**config.mk**
```make
export PLATFORM = sky130hd
export DESIGN_NAME = fcd_host
export DESIGN_NICKNAME = d
export VERILOG_FILES = /design/src/design/fcd_pkg.sv /design/src/design/fcd_bus_cycle.sv /design/src/design/fcd_host.sv
export SDC_FILE = /design/constraint.sdc
export NUM_CORES = 1
export LEC_CHECK = 0
export BUFFER_PORTS_ARGS = -buffer_cell sky130_fd_sc_hd__buf_2
export CAP_MARGIN = 40
export CORE_MARGIN = 2
export CORE_UTILIZATION = 30
export CTS_BUF_LIST = sky130_fd_sc_hd__clkbuf_16
export CTS_CLUSTER_DIAMETER = 100
export DETAILED_ROUTE_END_ITERATION = 12
export PLACE_DENSITY = 0.63
export RECOVER_POWER = 50
export SETUP_SLACK_MARGIN = 0.5
export SYNTH_ARGS = -nofsm -noshare
export SYNTH_HDL_FRONTEND = slang
export SYNTH_HIERARCHICAL = 1
export SYNTH_SLANG_ARGS = --single-unit
```
**constraint.sdc**
```tcl
create_clock -name sys_clk_i -period 9.7 [get_ports sys_clk_i]
set_input_delay 0.485 -clock sys_clk_i [delete_from_list [all_inputs] [get_ports sys_clk_i]]
set_output_delay 0.485 -clock sys_clk_i [all_outputs]
set_load 0.01 [all_outputs]
```
**src/design/fcd_pkg.sv**
```systemverilog
package fcd_pkg;
  // bus geometry
  localparam int ADDR_W = 22;
  localparam int DATA_W = 16;
  localparam int BUF_WORDS = 16;

  // unlock and command addresses
  localparam logic [10:0] UNLOCK_ADDR1 = 11'h555;
  localparam logic [10:0] UNLOCK_ADDR2 = 11'h2aa;
  localparam logic [ADDR_W-1:0] CFI_ADDR = 22'h000055;
  localparam logic [ADDR_W-1:0] DONT_CARE_ADDR = 22'h000000;

  // command data bytes
  localparam logic [7:0] CMD_UNLOCK1 = 8'haa;
  localparam logic [7:0] CMD_UNLOCK2 = 8'h55;
  localparam logic [7:0] CMD_RESET = 8'hf0;
  localparam logic [7:0] CMD_AUTOSEL = 8'h90;
  localparam logic [7:0] CMD_EXIT2 = 8'h00;
  localparam logic [7:0] CMD_SECURE = 8'h88;
  localparam logic [7:0] CMD_PROGRAM = 8'ha0;
  localparam logic [7:0] CMD_BUF_LOAD = 8'h25;
  localparam logic [7:0] CMD_BUF_COMMIT = 8'h29;
  localparam logic [7:0] CMD_BYPASS = 8'h20;
  localparam logic [7:0] CMD_ERASE_SETUP = 8'h80;
  localparam logic [7:0] CMD_CHIP_ERASE = 8'h10;
  localparam logic [7:0] CMD_SECTOR_ERASE = 8'h30;
  localparam logic [7:0] CMD_SUSPEND = 8'hb0;
  localparam logic [7:0] CMD_RESUME = 8'h30;
  localparam logic [7:0] CMD_CFI = 8'h98;

  // autoselect offsets
  localparam logic [7:0] AS_MAKER = 8'h00;
  localparam logic [7:0] AS_PART0 = 8'h01;
  localparam logic [7:0] AS_PROTECT = 8'h02;
  localparam logic [7:0] AS_SECLOCK = 8'h03;
  localparam logic [7:0] AS_PART1 = 8'h0e;
  localparam logic [7:0] AS_PART2 = 8'h0f;
  localparam int SECTOR_LSB = 15;

  // bus timing in cycles of the 40 MHz clock
  localparam int CLK_PERIOD_NS = 25;
  localparam int WE_LOW_NS = 50;
  localparam int WE_LOW_CYC = (WE_LOW_NS + CLK_PERIOD_NS - 1) / CLK_PERIOD_NS;
  localparam int RD_ACC_NS = 100;
  localparam int RD_ACC_CYC = (RD_ACC_NS + CLK_PERIOD_NS - 1) / CLK_PERIOD_NS;
  localparam int GAP_CYC = 1;
  localparam int CNT_W = 4;
  localparam logic [CNT_W-1:0] WE_LOW_CNT = CNT_W'(WE_LOW_CYC);
  localparam logic [CNT_W-1:0] RD_ACC_CNT = CNT_W'(RD_ACC_CYC);
  localparam logic [CNT_W-1:0] GAP_CNT = CNT_W'(GAP_CYC);

  // host command codes
  typedef enum logic [3:0] {
    OP_READ       = 4'h0,
    OP_RESET      = 4'h1,
    OP_AUTOSEL    = 4'h2,
    OP_SEC_ENTER  = 4'h3,
    OP_SEC_EXIT   = 4'h4,
    OP_PROGRAM    = 4'h5,
    OP_BUF_PROG   = 4'h6,
    OP_ABORT_RST  = 4'h7,
    OP_BYP_ENTER  = 4'h8,
    OP_BYP_PROG   = 4'h9,
    OP_BYP_EXIT   = 4'ha,
    OP_CHIP_ERASE = 4'hb,
    OP_SECT_ERASE = 4'hc,
    OP_SUSPEND    = 4'hd,
    OP_RESUME     = 4'he,
    OP_CFI        = 4'hf
  } fcd_op_t;
endpackage

```
**src/design/fcd_bus_cycle.sv**
```systemverilog
`timescale 1ns/1ps
// one flash bus cycle
module fcd_bus_cycle
  import fcd_pkg::*;
(
  input  wire logic              sys_clk_i,
  input  wire logic              rst_b_i,
  input  wire logic              start_i,
  input  wire logic              is_write_i,
  input  wire logic [ADDR_W-1:0] addr_i,
  input  wire logic [DATA_W-1:0] wdata_i,
  input  wire logic [DATA_W-1:0] dq_i,
  output logic                   busy_o,
  output logic                   done_o,
  output logic [DATA_W-1:0]      rdata_o,
  output logic [ADDR_W-1:0]      addr_o,
  output logic [DATA_W-1:0]      dq_o,
  output logic                   dq_oe_o,
  output logic                   ce_b_o,
  output logic                   we_b_o,
  output logic                   oe_b_o
);
  typedef enum logic [1:0] {
    BC_IDLE = 2'b00,
    BC_ACT  = 2'b01,
    BC_GAP  = 2'b10
  } fcd_bc_t;

  fcd_bc_t           st_reg, st_next;
  logic [CNT_W-1:0]  cnt_reg, cnt_next;
  logic              wr_reg, wr_next;
  logic [ADDR_W-1:0] addr_reg, addr_next;
  logic [DATA_W-1:0] dq_reg, dq_next;
  logic [DATA_W-1:0] rd_reg, rd_next;
  logic              done_reg, done_next;

  // strobe timing; address steady over the pulse
  always_comb begin
    st_next = st_reg;
    cnt_next = cnt_reg;
    wr_next = wr_reg;
    addr_next = addr_reg;
    dq_next = dq_reg;
    rd_next = rd_reg;
    done_next = 1'b0;
    case (st_reg)
      BC_IDLE: begin
        if (start_i) begin
          st_next = BC_ACT;
          wr_next = is_write_i;
          addr_next = addr_i;
          dq_next = wdata_i;
          cnt_next = is_write_i ? WE_LOW_CNT : RD_ACC_CNT;
        end
      end
      BC_ACT: begin
        if (cnt_reg == CNT_W'(1)) begin
          st_next = BC_GAP;
          cnt_next = GAP_CNT;
          if (!wr_reg) begin
            rd_next = dq_i;
          end
        end else begin
          cnt_next = cnt_reg - CNT_W'(1);
        end
      end
      BC_GAP: begin
        // one idle cycle gives a clean rising edge
        st_next = BC_IDLE;
        done_next = 1'b1;
      end
      default: st_next = BC_IDLE;
    endcase
  end

  always_ff @(posedge sys_clk_i or negedge rst_b_i) begin
    if (!rst_b_i) begin
      st_reg <= BC_IDLE;
      cnt_reg <= '0;
      wr_reg <= 1'b0;
      addr_reg <= '0;
      dq_reg <= '0;
      rd_reg <= '0;
      done_reg <= 1'b0;
    end else begin
      st_reg <= st_next;
      cnt_reg <= cnt_next;
      wr_reg <= wr_next;
      addr_reg <= addr_next;
      dq_reg <= dq_next;
      rd_reg <= rd_next;
      done_reg <= done_next;
    end
  end

  // on writes ce and we move together, so latch edges coincide
  assign busy_o = (st_reg != BC_IDLE);
  assign done_o = done_reg;
  assign rdata_o = rd_reg;
  assign addr_o = addr_reg;
  assign dq_o = dq_reg;
  assign dq_oe_o = (st_reg != BC_IDLE) && wr_reg;
  assign ce_b_o = (st_reg != BC_ACT);
  assign we_b_o = !((st_reg == BC_ACT) && wr_reg);
  assign oe_b_o = !((st_reg == BC_ACT) && !wr_reg);
endmodule

```
**src/design/fcd_host.sv**
```systemverilog
`timescale 1ns/1ps
// Overview of operation
// - unlock is AA at 555 then 55 at 2AA; high bits don't care.
// - F0 anywhere returns to read mode.
// - autoselect is unlock plus 90 at 555, then read offset 00, 01, 02 or 03.
// - part identity is three reads at offsets 01, 0e and 0f.
// - buffer load is unlock, 25 at sector, then count minus one.
// - all buffer addresses stay in the first address's buffer page; the host adds the word index to the start address with no page check.
// - 29 at sector commits buffer; at most 21 cycles.
// - after buffer abort, unlock plus F0 at 555 clears the abort.
// - bypass is unlock plus 20; then two-cycle A0 programs.
// - bypass left by 90 then 00 at any address.
// - secured region in by unlock plus 88; out by unlock, 90, 00.
// - chip erase is unlock, 80, unlock, 10; others ignored meanwhile.
// - sector erase ends 30 at sector; one sector per command.
module fcd_host
  import fcd_pkg::*;
(
  input  wire logic              sys_clk_i,
  input  wire logic              rst_b_i,
  input  wire logic              cmd_valid_i,
  input  wire fcd_op_t           cmd_op_i,
  input  wire logic [ADDR_W-1:0] cmd_addr_i,
  input  wire logic [DATA_W-1:0] cmd_data_i,
  input  wire logic [3:0]        cmd_count_i,
  input  wire logic [DATA_W-1:0] buf_data_i [BUF_WORDS],
  output logic                   cmd_ready_o,
  output logic                   done_o,
  output logic [DATA_W-1:0]      rdata_o,
  output logic [DATA_W-1:0]      id_word1_o,
  output logic [DATA_W-1:0]      id_word2_o,
  output logic                   bypass_o,
  output logic                   suspended_o,
  output logic [ADDR_W-1:0]      flash_addr_o,
  output logic [DATA_W-1:0]      flash_dq_o,
  output logic                   flash_dq_oe_o,
  input  wire logic [DATA_W-1:0] flash_dq_i,
  output logic                   flash_ce_b_o,
  output logic                   flash_we_b_o,
  output logic                   flash_oe_b_o
);
  typedef enum logic [1:0] {
    HS_IDLE = 2'b00,
    HS_ISSUE = 2'b01,
    HS_WAIT = 2'b10
  } fcd_hs_t;

  typedef struct packed {
    logic              wr;
    logic [ADDR_W-1:0] addr;
    logic [DATA_W-1:0] data;
  } fcd_step_t;

  fcd_hs_t           st_reg, st_next;
  fcd_op_t           op_reg, op_next;
  logic [ADDR_W-1:0] addr_reg, addr_next;
  logic [DATA_W-1:0] data_reg, data_next;
  logic [3:0]        wc_reg, wc_next;
  logic [4:0]        idx_reg, idx_next;
  logic [4:0]        last_reg, last_next;
  logic [DATA_W-1:0] rd_reg, rd_next;
  logic [DATA_W-1:0] id1_reg, id1_next;
  logic [DATA_W-1:0] id2_reg, id2_next;
  logic              byp_reg, byp_next;
  logic              susp_reg, susp_next;
  logic              erasing_reg, erasing_next;
  logic              done_reg, done_next;
  fcd_step_t         step;
  logic              bc_start;
  logic              bc_busy;
  logic              bc_done;
  logic [DATA_W-1:0] bc_rdata;

  // unlock address, upper bits zero
  function automatic logic [ADDR_W-1:0] ulk(input logic [10:0] a);
    ulk = {{(ADDR_W-11){1'b0}}, a};
  endfunction

  // command byte in low lane
  function automatic logic [DATA_W-1:0] cb(input logic [7:0] d);
    cb = {8'h00, d};
  endfunction

  // sector base address
  function automatic logic [ADDR_W-1:0] sect(input logic [ADDR_W-1:0] a);
    sect = {a[ADDR_W-1:SECTOR_LSB], {SECTOR_LSB{1'b0}}};
  endfunction

  // bus cycles of a command minus one
  function automatic logic [4:0] seq_last(input fcd_op_t op, input logic [3:0] wc);
    case (op)
      OP_READ, OP_RESET, OP_SUSPEND, OP_RESUME, OP_CFI: seq_last = 5'd0;
      OP_SEC_ENTER, OP_BYP_ENTER, OP_ABORT_RST: seq_last = 5'd2;
      OP_AUTOSEL, OP_SEC_EXIT, OP_PROGRAM: seq_last = 5'd3;
      OP_BYP_PROG, OP_BYP_EXIT: seq_last = 5'd1;
      OP_CHIP_ERASE, OP_SECT_ERASE: seq_last = 5'd5;
      // unlock x2, 25, count, wc+1 words, commit: at most 21 cycles
      OP_BUF_PROG: seq_last = 5'd5 + {1'b0, wc};
      default: seq_last = 5'd0;
    endcase
  endfunction

  // step table: bus cycle at index idx_reg
  always_comb begin
    step.wr = 1'b1;
    step.addr = DONT_CARE_ADDR;
    step.data = '0;
    case (op_reg)
      OP_READ: begin
        step.wr = 1'b0;
        step.addr = addr_reg;
      end
      OP_RESET, OP_SUSPEND, OP_RESUME, OP_CFI: begin
        step.addr = (op_reg == OP_CFI) ? CFI_ADDR : addr_reg;
        step.data = cb(op_reg == OP_RESET ? CMD_RESET :
                       op_reg == OP_SUSPEND ? CMD_SUSPEND :
                       op_reg == OP_RESUME ? CMD_RESUME : CMD_CFI);
      end
      OP_BYP_PROG, OP_BYP_EXIT: begin
        // two-cycle forms, bypass mode only
        step.addr = (idx_reg == 5'd0) ? DONT_CARE_ADDR : addr_reg;
        if (op_reg == OP_BYP_PROG) begin
          step.data = (idx_reg == 5'd0) ? cb(CMD_PROGRAM) : data_reg;
        end else begin
          step.data = cb(idx_reg == 5'd0 ? CMD_AUTOSEL : CMD_EXIT2);
          step.addr = DONT_CARE_ADDR;
        end
      end
      default: begin
        // unlocked sequences open with the unlock pair
        if (idx_reg == 5'd0 || (idx_reg == 5'd3 && (op_reg == OP_CHIP_ERASE ||
            op_reg == OP_SECT_ERASE))) begin
          step.addr = ulk(UNLOCK_ADDR1);
          step.data = cb(CMD_UNLOCK1);
        end else if (idx_reg == 5'd1 || (idx_reg == 5'd4 && (op_reg == OP_CHIP_ERASE ||
                     op_reg == OP_SECT_ERASE))) begin
          step.addr = ulk(UNLOCK_ADDR2);
          step.data = cb(CMD_UNLOCK2);
        end else if (idx_reg == 5'd2) begin
          step.addr = ulk(UNLOCK_ADDR1);
          case (op_reg)
            OP_AUTOSEL, OP_SEC_EXIT: step.data = cb(CMD_AUTOSEL);
            OP_SEC_ENTER: step.data = cb(CMD_SECURE);
            OP_PROGRAM: step.data = cb(CMD_PROGRAM);
            OP_ABORT_RST: step.data = cb(CMD_RESET);
            OP_BYP_ENTER: step.data = cb(CMD_BYPASS);
            OP_BUF_PROG: begin
              step.addr = sect(addr_reg);
              step.data = cb(CMD_BUF_LOAD);
            end
            default: step.data = cb(CMD_ERASE_SETUP);
          endcase
        end else begin
          case (op_reg)
            OP_AUTOSEL: begin
              // offset read in the chosen sector
              step.wr = 1'b0;
              step.addr = sect(addr_reg) | {{(ADDR_W-8){1'b0}}, data_reg[7:0]};
            end
            OP_SEC_EXIT: step.data = cb(CMD_EXIT2);
            OP_PROGRAM: begin
              step.addr = addr_reg;
              step.data = data_reg;
            end
            OP_CHIP_ERASE: begin
              step.addr = ulk(UNLOCK_ADDR1);
              step.data = cb(CMD_CHIP_ERASE);
            end
            OP_SECT_ERASE: begin
              step.addr = sect(addr_reg);
              step.data = cb(CMD_SECTOR_ERASE);
            end
            OP_BUF_PROG: begin
              if (idx_reg == 5'd3) begin
                step.addr = sect(addr_reg);
                step.data = {12'h000, wc_reg};
              end else if (idx_reg == last_reg) begin
                step.addr = sect(addr_reg);
                step.data = cb(CMD_BUF_COMMIT);
              end else begin
                // consecutive words from the start address, page not checked
                step.addr = addr_reg + ADDR_W'(idx_reg - 5'd4);
                step.data = buf_data_i[4'(idx_reg - 5'd4)];
              end
            end
            default: step.data = '0;
          endcase
        end
      end
    endcase
  end

  // sequencer, one bus cycle at a time
  always_comb begin
    st_next = st_reg;
    op_next = op_reg;
    addr_next = addr_reg;
    data_next = data_reg;
    wc_next = wc_reg;
    idx_next = idx_reg;
    last_next = last_reg;
    rd_next = rd_reg;
    id1_next = id1_reg;
    id2_next = id2_reg;
    byp_next = byp_reg;
    susp_next = susp_reg;
    erasing_next = erasing_reg;
    done_next = 1'b0;
    bc_start = 1'b0;
    case (st_reg)
      HS_IDLE: begin
        if (cmd_valid_i) begin
          st_next = HS_ISSUE;
          op_next = cmd_op_i;
          addr_next = cmd_addr_i;
          data_next = cmd_data_i;
          wc_next = cmd_count_i;
          idx_next = '0;
          last_next = seq_last(cmd_op_i, cmd_count_i);
        end
      end
      HS_ISSUE: begin
        bc_start = 1'b1;
        st_next = HS_WAIT;
      end
      HS_WAIT: begin
        if (bc_done) begin
          // chained id reads go to the id words, rdata keeps offset 01
          if (!step.wr && !(op_reg == OP_AUTOSEL && data_reg[7:0] >= AS_PART1)) begin
            rd_next = bc_rdata;
          end
          if (op_reg == OP_AUTOSEL && idx_reg == 5'd3 && data_reg[7:0] == AS_PART0) begin
            data_next = cb(AS_PART1);
          end else if (op_reg == OP_AUTOSEL && data_reg[7:0] == AS_PART1) begin
            id1_next = bc_rdata;
            data_next = cb(AS_PART2);
          end else if (op_reg == OP_AUTOSEL && data_reg[7:0] == AS_PART2) begin
            id2_next = bc_rdata;
            data_next = cb(AS_MAKER);
          end
          if (op_reg == OP_AUTOSEL && (data_next != data_reg) && data_reg[7:0] != AS_PART2) begin
            st_next = HS_ISSUE;
          end else if (idx_reg == last_reg) begin
            st_next = HS_IDLE;
            done_next = 1'b1;
            // mode bookkeeping after each command
            case (op_reg)
              OP_BYP_ENTER: byp_next = 1'b1;
              OP_BYP_EXIT: byp_next = 1'b0;
              OP_RESET, OP_ABORT_RST: erasing_next = erasing_reg;
              OP_SECT_ERASE: erasing_next = 1'b1;
              OP_SUSPEND: susp_next = erasing_reg;
              OP_RESUME: susp_next = 1'b0;
              default: byp_next = byp_reg;
            endcase
          end else begin
            idx_next = idx_reg + 5'd1;
            st_next = HS_ISSUE;
          end
        end
      end
      default: st_next = HS_IDLE;
    endcase
  end

  always_ff @(posedge sys_clk_i or negedge rst_b_i) begin
    if (!rst_b_i) begin
      st_reg <= HS_IDLE;
      op_reg <= OP_READ;
      addr_reg <= '0;
      data_reg <= '0;
      wc_reg <= '0;
      idx_reg <= '0;
      last_reg <= '0;
      rd_reg <= '0;
      id1_reg <= '0;
      id2_reg <= '0;
      byp_reg <= 1'b0;
      susp_reg <= 1'b0;
      erasing_reg <= 1'b0;
      done_reg <= 1'b0;
    end else begin
      st_reg <= st_next;
      op_reg <= op_next;
      addr_reg <= addr_next;
      data_reg <= data_next;
      wc_reg <= wc_next;
      idx_reg <= idx_next;
      last_reg <= last_next;
      rd_reg <= rd_next;
      id1_reg <= id1_next;
      id2_reg <= id2_next;
      byp_reg <= byp_next;
      susp_reg <= susp_next;
      erasing_reg <= erasing_next;
      done_reg <= done_next;
    end
  end

  fcd_bus_cycle u_cycle (
    .sys_clk_i  (sys_clk_i),
    .rst_b_i    (rst_b_i),
    .start_i    (bc_start),
    .is_write_i (step.wr),
    .addr_i     (step.addr),
    .wdata_i    (step.data),
    .dq_i       (flash_dq_i),
    .busy_o     (bc_busy),
    .done_o     (bc_done),
    .rdata_o    (bc_rdata),
    .addr_o     (flash_addr_o),
    .dq_o       (flash_dq_o),
    .dq_oe_o    (flash_dq_oe_o),
    .ce_b_o     (flash_ce_b_o),
    .we_b_o     (flash_we_b_o),
    .oe_b_o     (flash_oe_b_o)
  );

  // ready when idle and cycle engine quiet
  assign cmd_ready_o = (st_reg == HS_IDLE) && !bc_busy;
  assign done_o = done_reg;
  assign rdata_o = rd_reg;
  assign id_word1_o = id1_reg;
  assign id_word2_o = id2_reg;
  assign bypass_o = byp_reg;
  assign suspended_o = susp_reg;
endmodule

```
==> results.txt, run 1 <==
Status = complete, but fails checks
Failing checks = max-capacitance violations, max-slew violations
Bufs and invs on worst path = 5
Post-synth EDFFs = 0
Area grow syn2layout = 25.7%
Worst-margin pin slew = 4.34 ns
Most common cell after layout, fill and taps aside = buf_2
Setup Buffers After CTS = 0
PwrDens = 287 nW/µm²
Critical path, cell by cell = dlygate4sd3_1 -> clkbuf_1 -> clkbuf_1 -> clkbuf_1 -> buf_16
Pre-CTS WS = 5.18 ns
Type of the worst setup path = primary input to async pin
RSZ-0062 raised after global routing = false
Crit-path most repeated cell = clkbuf_1
Async SR Flop Fraction = 1.00
Hold Vio Cnt, Final = 0
Setup_tns = 0 ns
Inserted Clock Buffers = 17
Critical Path Source Type = primary input
DRC violations left = 0
Final nets = 1818
Synth Area in Simple Gates = 0.130
Post-synthesis mux area share = 0.256
Design area = 14700 µm²
Vias = 10600
Hold Path Class = primary input to register
GR Util All Layers = 0.211
Synthesized area = 11700 µm²
Reg-to-reg slack, setup = 5.25 ns
# IOs = 415
WL per Instance = 21.7 µm
Commonest non-fill, non-tap cells in the layout = buf_2 (324), nand2_1 (171), dfrtp_1 (169)
Initial Util = 0.303
1st-iter DRT viols = 777
CTS clk-pin slew, worst paths = 0.07 ns
Syn avg cell area = 10.8 µm²
Avg Vias per Cell = 5.32
Initial antenna violation count = 4
Max-slew violations = 115
Distinct cell type count after synthesis = 82
Synth Area in Compound Gates = 0.154
Yosys warns = 6
Slew margin rel. = -1.90
Critical Path RT = 10.28 ns
First-pass GRT wire length = 65.3 mm
Post-cts sizing count = 0
CTS tree = built
Final min period = 5.55 ns
Critical Path AT = 6.13 ns
Sequential area share after synthesis = 0.369
Largest family of logic cells by synthesized area = multiplexers
Fin crit share = 0.572
Clock Skew = 0.0131 ns
Max Fclk = 0.180 GHz
Lkg Pwr = 0.00677 µW
Final Power = 4210 µW
RePlAce Congestion = 0.898
Root Driver = clkbuf_16
Total wire length = 43.4 mm
Setup slack after layout = 4.15 ns
Crit end category = async pin
Seq cells post-synth = 172
FILL cells = 3942
Post-DRT Antenna Nets = 0
Die ar. = 40500 µm²
CTS H-Tree Depth = 4
Max Cap Viol = 2
Worst Path Max Fanout = 77
First-pass detailed-route iteration total = 6
CTS Sinks = 172
Layout cells sized above 1 = 0.379
Longest Clk Path Bufs = 2
Critical Path Max Stage Delay = 3.07 ns
Detail Placement HPWL = 34.5 mm
Gr ovfl total = 0
Setup Viol. Count Final = 0
Total placed instance area = 14300 µm²
Delay-heaviest family, CP = buffers and inverters
Vias in the first global route = 11000
Worst VDD drop = 163 µV
Synth Instances = 1083
Post-synthesis adder-cell area fraction = 0.0360
Die Ht = 201 µm
Row count = 72
Hold_ws = 0.221 ns
Die width = 201 µm
Largest net degree at the start of global routing = 78
I/O Buffers = 414
Post-Synth XOR/XNOR Area = 0.0180
Main synth FF type = dfrtp_1
Slowest CP cell = clkbuf_1
Clock latency on the worst-skew pair = 0.45 ns
Net Count, Synth = 1437
Core Area = 38600 µm²
[report_power, final]
| group | total [µW] | switching, µW | leakage, µW | internal (µW) |
|---|---|---|---|---|
| combinational | 2290 | 1280 | 0.00427 | 1010 |
| clock | 658 | 321 | 0.000272 | 337 |
| sequential | 1260 | 302 | 0.00222 | 955 |
| total | 4210 | 1900 | 0.00677 | 2300 |
[cells by family (layout without fill, tap and decap cells)]
kind of cell,Yosys count,in the layout
other cells,0,2
flops,172,172
xor+xnor,24,24
compound gates,266,266
mux,180,180
fa+ha+maj,33,33
simple gates,322,322
buf+inv,86,479
[metal layers]
metal  up-vias  global-route usage  wire length (µm)  share of wire
li1       4863                   -                 -              -
met1      5232               0.257             17500           0.40
met2       470               0.374             22200           0.51
met3        60              0.0382              2530          0.058
met4         2              0.0738              1110          0.026
met5         -                   0                 7        0.00016
[cell usage after synthesis, types with 13 or more instances]
cell,n,share of area
nor3_1,15,0.0064
xor2_1,13,0.0098
buf_2,21,0.0090
mux2_4,20,0.026
mux4_2,64,0.12
inv_1,13,0.0042
a21oi_1,60,0.026
mux2_2,83,0.080
clkbuf_1,32,0.010
dfrtp_1,172,0.37
ha_1,32,0.034
o21ai_0,61,0.026
nand2b_1,15,0.0080
nand3_1,20,0.0086
nor2_1,36,0.012
nand2_1,171,0.055
a22o_1,21,0.016
a21o_1,18,0.012
[repair_timing]
item                                    4_1_cts  5_1_grt
endpoints found under the setup margin        0        0
hold buffers                                  1        0
endpoints found under the hold margin        17        0
[worst min-delay path, cell delays in order]
cell,delay (ns)
buf_2,0.08
nand2_1,0.04
nand2_1,0.05
[final cells by class]
cell class / count / area [µm²] / area share
multi-input cells: 825 / 6950 / 0.474
flip-flops and latches: 172 / 4310 / 0.294
clock buffers: 17 / 425 / 0.0290
clock inverters: 14 / 130 / 0.00887
inverters: 16 / 60.1 / 0.00409
repair buffers: 432 / 2140 / 0.146
well taps: 518 / 648 / 0.0442
diodes: 2 / 5.00 / 0.000341
[final timing paths]
kind,startpoint,to,depth (start not counted)
max,rst_b_i,idx_reg[0],5
min,cmd_addr_i[20],addr_reg[20],3
max reg2reg,idx_reg[2],u_cycle/addr_o[12],13
min reg2reg,erasing_reg,erasing_reg,1
max in group sys_clk_i,idx_reg[2],u_cycle/addr_o[12],13
min in group asynchronous,rst_b_i,u_cycle/rdata_o[14],2
[through the flow]
step / utilization / std cells
floorplan: - / 1083
global placement: 0.366 / 1954
detailed placement: 0.370 / 1962
CTS: 0.384 / 1994
global route: 0.381 / 1996
finish: 0.381 / 1996
Power figures use the tool's default switching activity.
==> run 2: changes to the inputs <==
--- a/config.mk
+++ b/config.mk
@@ -12,7 +12,7 @@
 export CTS_BUF_LIST = sky130_fd_sc_hd__clkbuf_16
 export CTS_CLUSTER_DIAMETER = 100
 export DETAILED_ROUTE_END_ITERATION = 12
-export PLACE_DENSITY = 0.63
+export PLACE_DENSITY = 0.65
 export RECOVER_POWER = 50
 export SETUP_SLACK_MARGIN = 0.5
 export SYNTH_ARGS = -nofsm -noshare
==> constraint.sdc (replaced) <==
create_clock -name sys_clk_i -period 4.65 [get_ports sys_clk_i]
set_input_delay 0.2325 -clock sys_clk_i [delete_from_list [all_inputs] [get_ports sys_clk_i]]
set_output_delay 0.2325 -clock sys_clk_i [all_outputs]
set_load 0.01 [all_outputs]
==> run 2 against run 1 <==
  * The run still ends with max-capacitance violations, max-slew violations left
  * Clock-buffer cell count unchanged
  * Combinational power up 110%
  * Hold slack lost 0.20 ns
  * Clock skew grew 0.00079 ns
  * Final area up 3.0%
  * Cell count up 2.3%
  * Sequential cell count stayed put
  * Register-to-register slack worse by 4.3 ns
  * Sequential power grew 110%
  * Largest cell class unchanged
==> results.txt, run 2 (synthesized netlist as in run 1, its figures left out) <==
Setup Viol. Count Final = 0
Total placed instance area = 14300 µm²
Inserted Clock Buffers = 17
Most common cell after layout, fill and taps aside = buf_2
Critical Path RT = 4.99 ns
Setup_tns = 0 ns
CTS H-Tree Depth = 4
First-pass GRT wire length = 66.4 mm
Vias = 10900
Reg-to-reg slack, setup = 0.91 ns
Type of the worst setup path = register to register
Total wire length = 44.5 mm
Hold Vio Cnt, Final = 0
Initial antenna violation count = 9
Die Ht = 201 µm
Max Fclk = 0.267 GHz
HP Start = cmd_data_i[11]
Crit end category = register
Gr ovfl total = 0
Area grow syn2layout = 29.5%
Die width = 201 µm
Lkg Pwr = 0.00697 µW
Slowest CP cell = nor3_2
WL per Instance = 21.8 µm
Post-cts sizing count = 0
Layout cells sized above 1 = 0.372
First-pass detailed-route iteration total = 7
Largest net degree at the start of global routing = 103
Row count = 72
Final nets = 1860
Root Driver = clkbuf_16
Post-DRT Antenna Nets = 0
Reg-to-reg startpoint = idx_reg[2]
Design area = 15100 µm²
Setup Buffers After CTS = 0
Longest Clk Path Bufs = 2
1st-iter DRT viols = 738
Critical path capture point = u_cycle/addr_o[21]
Status = complete, but fails checks
PwrDens = 594 nW/µm²
Core Area = 38600 µm²
CTS clk-pin slew, worst paths = 0.07 ns
Vias in the first global route = 11100
Slew margin rel. = -0.706
Bufs and invs on worst path = 1
Detail Placement HPWL = 34.7 mm
Fin crit share = 0.805
Die ar. = 40500 µm²
Worst-margin pin slew = 2.56 ns
Clock Skew = 0.0139 ns
Worst VDD drop = 340 µV
Hold Path Class = primary input to register
Critical Path Max Stage Delay = 0.61 ns
CTS tree = built
Initial Util = 0.303
GR Util All Layers = 0.215
Critical Path Source Type = register
Commonest non-fill, non-tap cells in the layout = buf_2 (324), nand2_1 (171), dfrtp_1 (169)
Max Cap Viol = 2
Critical path, cell by cell = nor3_2 -> buf_4 -> ha_1 -> a21oi_1 -> o21ai_0 -> a221oi_1 -> nand3_1 -> xnor2_1 -> nor3_1 -> o32ai_1 -> mux2_2
Final Power = 8980 µW
CTS Sinks = 172
CP Depth = 11
Delay-heaviest family, CP = simple AND/OR/NAND/NOR gates
Worst R2R End = u_cycle/addr_o[21]
Max-slew violations = 140
DRC violations left = 0
Final min period = 3.74 ns
RePlAce Congestion = 0.912
Worst Path Max Fanout = 13
Crit path launch = idx_reg[2]
# IOs = 415
Final core utilization = 0.392
I/O Buffers = 414
Avg Vias per Cell = 5.33
RSZ-0062 raised after global routing = false
Clock latency on the worst-skew pair = 0.46 ns
Critical Path AT = 4.08 ns
Failing checks = max-capacitance violations, max-slew violations
R2R depth = 11
[run 2: area by class of cell]
| type | instances | area, µm² |
|---|---|---|
| clock buffer | 17 | 425 |
| inverter | 16 | 60.1 |
| multi-input combinational | 825 | 6950 |
| tap | 518 | 648 |
| sequential | 172 | 4310 |
| fill | 3960 | 23400 |
| antenna | 6 | 15.0 |
| timing repair buffer | 474 | 2550 |
| clock inverter | 13 | 158 |
[run 2: layer usage]
layer / routed length (µm) / track usage
met3: 2360 / 0.0324
met2: 22500 / 0.379
met1: 18500 / 0.269
met5: 27 / 0
met4: 1180 / 0.0717
[run 2: worst reg2reg max path: stages, from the launching register on]
cell and delay, ns:
dfrtp_2 0.55, nor3_2 0.62, buf_4 0.34, ha_1 0.34
a21oi_1 0.17, o21ai_0 0.20, a221oi_1 0.47, nand3_1 0.15
xnor2_1 0.18, nor3_1 0.23, o32ai_1 0.12, mux2_2 0.26
[run 2: worst min-delay path by stage]
stage | end | cells past startpoint | slack (ns)
after floorplan | addr_reg[0] | 0 | -0.06
after global placement | addr_reg[15] | 1 | 0.31
after detailed placement | addr_reg[14] | 1 | 0.31
after CTS | data_reg[11] | 2 | 0.0002
after global routing | data_reg[11] | 2 | 0.01
final | data_reg[11] | 2 | 0.02
[run 2: per-stage QoR]
| step | instances | setup WS (ns) | hold slack (ns) |
|---|---|---|---|
| 2_1_floorplan | 1083 | 0.641 | -0.0631 |
| 3_3_place_gp | 1960 | 0.961 | 0.312 |
| 4_1_cts | 2035 | 0.965 | 0.000204 |
| 3_5_place_dp | 1965 | 0.987 | 0.312 |
| 5_1_grt | 2039 | 0.525 | 0.0148 |
| 6_report | 2041 | 0.909 | 0.0177 |
[run 2: where the power goes]
part           switching [µW]  internal (µW)  total, µW
clock                     662            801       1460
combinational            2710           2150       4860
sequential                659           1990       2650
total                    4030           4940       8980
[run 2: what timing repair did]
| action | CTS | global route |
|---|---|---|
| hold endpoints to repair | 109 | 0 |
| setup endpoints to repair | 0 | 0 |
| hold buffers | 40 | 0 |
==> run 3: changes to the inputs <==
--- a/config.mk
+++ b/config.mk
@@ -12,7 +12,7 @@
 export CTS_BUF_LIST = sky130_fd_sc_hd__clkbuf_16
 export CTS_CLUSTER_DIAMETER = 100
 export DETAILED_ROUTE_END_ITERATION = 12
-export PLACE_DENSITY = 0.65
+export PLACE_DENSITY = 0.63
 export RECOVER_POWER = 50
 export SETUP_SLACK_MARGIN = 0.5
 export SYNTH_ARGS = -nofsm -noshare
==> constraint.sdc (replaced) <==
create_clock -name sys_clk_i -period 3.92 [get_ports sys_clk_i]
set_input_delay 0.196 -clock sys_clk_i [delete_from_list [all_inputs] [get_ports sys_clk_i]]
set_output_delay 0.196 -clock sys_clk_i [all_outputs]
set_load 0.01 [all_outputs]
==> run 3 against run 2 <==
  * The run still ends with max-capacitance violations, max-slew violations left
  * Die area stayed put
  * Largest power group unchanged
  * Register-to-register slack worse by 0.25 ns
  * Core utilization is 0.87 points higher
  * Setup slack lost 0.25 ns
  * Critical path depth down 1
==> results.txt, run 3 (synthesized netlist as in run 1, its figures left out) <==
Status = complete, but fails checks
Failing checks = max-capacitance violations, max-slew violations
Type of the worst setup path = register to register
Hold Path Class = primary input to register
Top sig layer = met4
Initial antenna violation count = 13
Max Cap Viol = 2
Inst Count DP = 1984
Die width = 201 µm
Multi-input logic area = 6960 µm²
Inserted Clock Buffers = 17
Fin crit share = 0.833
RePlAce Congestion = 0.929
Design area = 15500 µm²
FILL cells = 3950
Max Fclk = 0.306 GHz
Critical Path AT = 3.59 ns
Core Area = 38600 µm²
Commonest non-fill, non-tap cells in the layout = buf_2 (368), nand2_1 (171), dfrtp_1 (169)
Area grow syn2layout = 32.3%
Met1 WL = 18.5 mm
GR Util All Layers = 0.216
Reg-to-reg slack, setup = 0.66 ns
Worst R2R End = u_cycle/addr_o[20]
Row count = 72
Hold Vio Cnt, Final = 0
Clock latency on the worst-skew pair = 0.45 ns
R2R depth = 10
RSZ-0062 raised after global routing = false
Worst VDD drop = 364 µV
1st-iter DRT viols = 855
WL met2 = 22.4 mm
First-pass GRT wire length = 67.2 mm
Total placed instance area = 14400 µm²
Initial Util = 0.303
Max-slew violations = 173
Reg-to-reg startpoint = idx_reg[2]
Gr ovfl total = 0
Die Ht = 201 µm
PwrDens = 700 nW/µm²
CTS H-Tree Depth = 4
CTS tree = built
Final Power = 10800 µW
Critical Path Source Type = register
Critical Path RT = 4.25 ns
Root Driver = clkbuf_16
Clock Skew = 0.00862 ns
Setup_tns = 0 ns
Setup Viol. Count Final = 0
CTS clk-pin slew, worst paths = 0.07 ns
Avg Vias per Cell = 5.32
Vias = 11000
Worst-margin pin slew = 2.38 ns
Post-DRT Antenna Nets = 0
Crit end category = register
Final min period = 3.26 ns
Reg area = 4310 µm²
Met3 routed WL = 2.44 mm
DRC violations left = 0
# IOs = 415
Die ar. = 40500 µm²
Crit path launch = idx_reg[2]
WL per Instance = 21.5 µm
Layout cells sized above 1 = 0.409
CTS Sinks = 172
Lkg Pwr = 0.00729 µW
Longest Clk Path Bufs = 2
Fin cells = 2074
Critical path capture point = u_cycle/addr_o[20]
Most common cell after layout, fill and taps aside = buf_2
Largest net degree at the start of global routing = 93
Slew margin rel. = -0.584
I/O Buffers = 414
Total wire length = 44.6 mm
Detail Placement HPWL = 35.2 mm
Final nets = 1885
Worst Path Max Fanout = 13
First-pass detailed-route iteration total = 7
Vias in the first global route = 11100
## run 3: how the worst min path moves through the flow
stage          cells after the start           start  slack, ns      endpoint
2_1_floorplan                      0         rst_b_i       -0.1   addr_reg[0]
3_3_place_gp                       1         rst_b_i       0.32  addr_reg[21]
3_5_place_dp                       1         rst_b_i     -0.006  addr_reg[21]
4_1_cts                            3   cmd_addr_i[4]      0.002   addr_reg[4]
5_1_grt                            3   cmd_addr_i[4]       0.01   addr_reg[4]
6_report                           3  cmd_addr_i[19]      0.005  addr_reg[19]
## run 3: final cells by class
cell class,count,share of cell area
inverter,16,0.00397
clock inverter,15,0.0126
sequential,172,0.279
timing repair buffer,499,0.183
antenna,12,0.00194
clock buffer,17,0.0275
tap,518,0.0419
multi-input combinational,825,0.450
## run 3: layer usage
layer | track usage | up-vias
li1 | - | 5016
met1 | 0.280 | 5513
met2 | 0.363 | 429
met3 | 0.0337 | 73
met4 | 0.0888 | 0
met5 | 0 | -
## run 3: through the flow
| step | hold slack [ns] | utilization | setup slack [ns] |
|---|---|---|---|
| 2_1_floorplan | -0.0996 | - | 0.426 |
| 3_3_place_gp | 0.325 | 0.372 | 0.781 |
| 3_5_place_dp | -0.00628 | 0.375 | 0.700 |
| 4_1_cts | 0.00161 | 0.403 | 0.681 |
| 5_1_grt | 0.0131 | 0.401 | 0.418 |
| 6_report | 0.00498 | 0.401 | 0.656 |
## run 3: critical path: stages, from the launching register on
cell and delay (ns):
dfrtp_2 0.41, buf_4 0.21, nor3_4 0.22, ha_1 0.36, a2111o_1 0.41, o211ai_1 0.34
o221ai_1 0.26, a221oi_1 0.41, xor2_1 0.18, o21ai_1 0.08, mux2_2 0.27
## run 3: power by group
| part | switching (µW) | internal [µW] |
|---|---|---|
| Combinational | 3310 | 2680 |
| Clock | 852 | 925 |
| Sequential | 668 | 2370 |
## run 3: timing repair
action	4_1_cts	5_1_grt
resized for setup	0	1
endpoints found under the setup margin	0	1
hold endpoints to repair	217	0
setup buffers	0	0
hold buffers	46	0
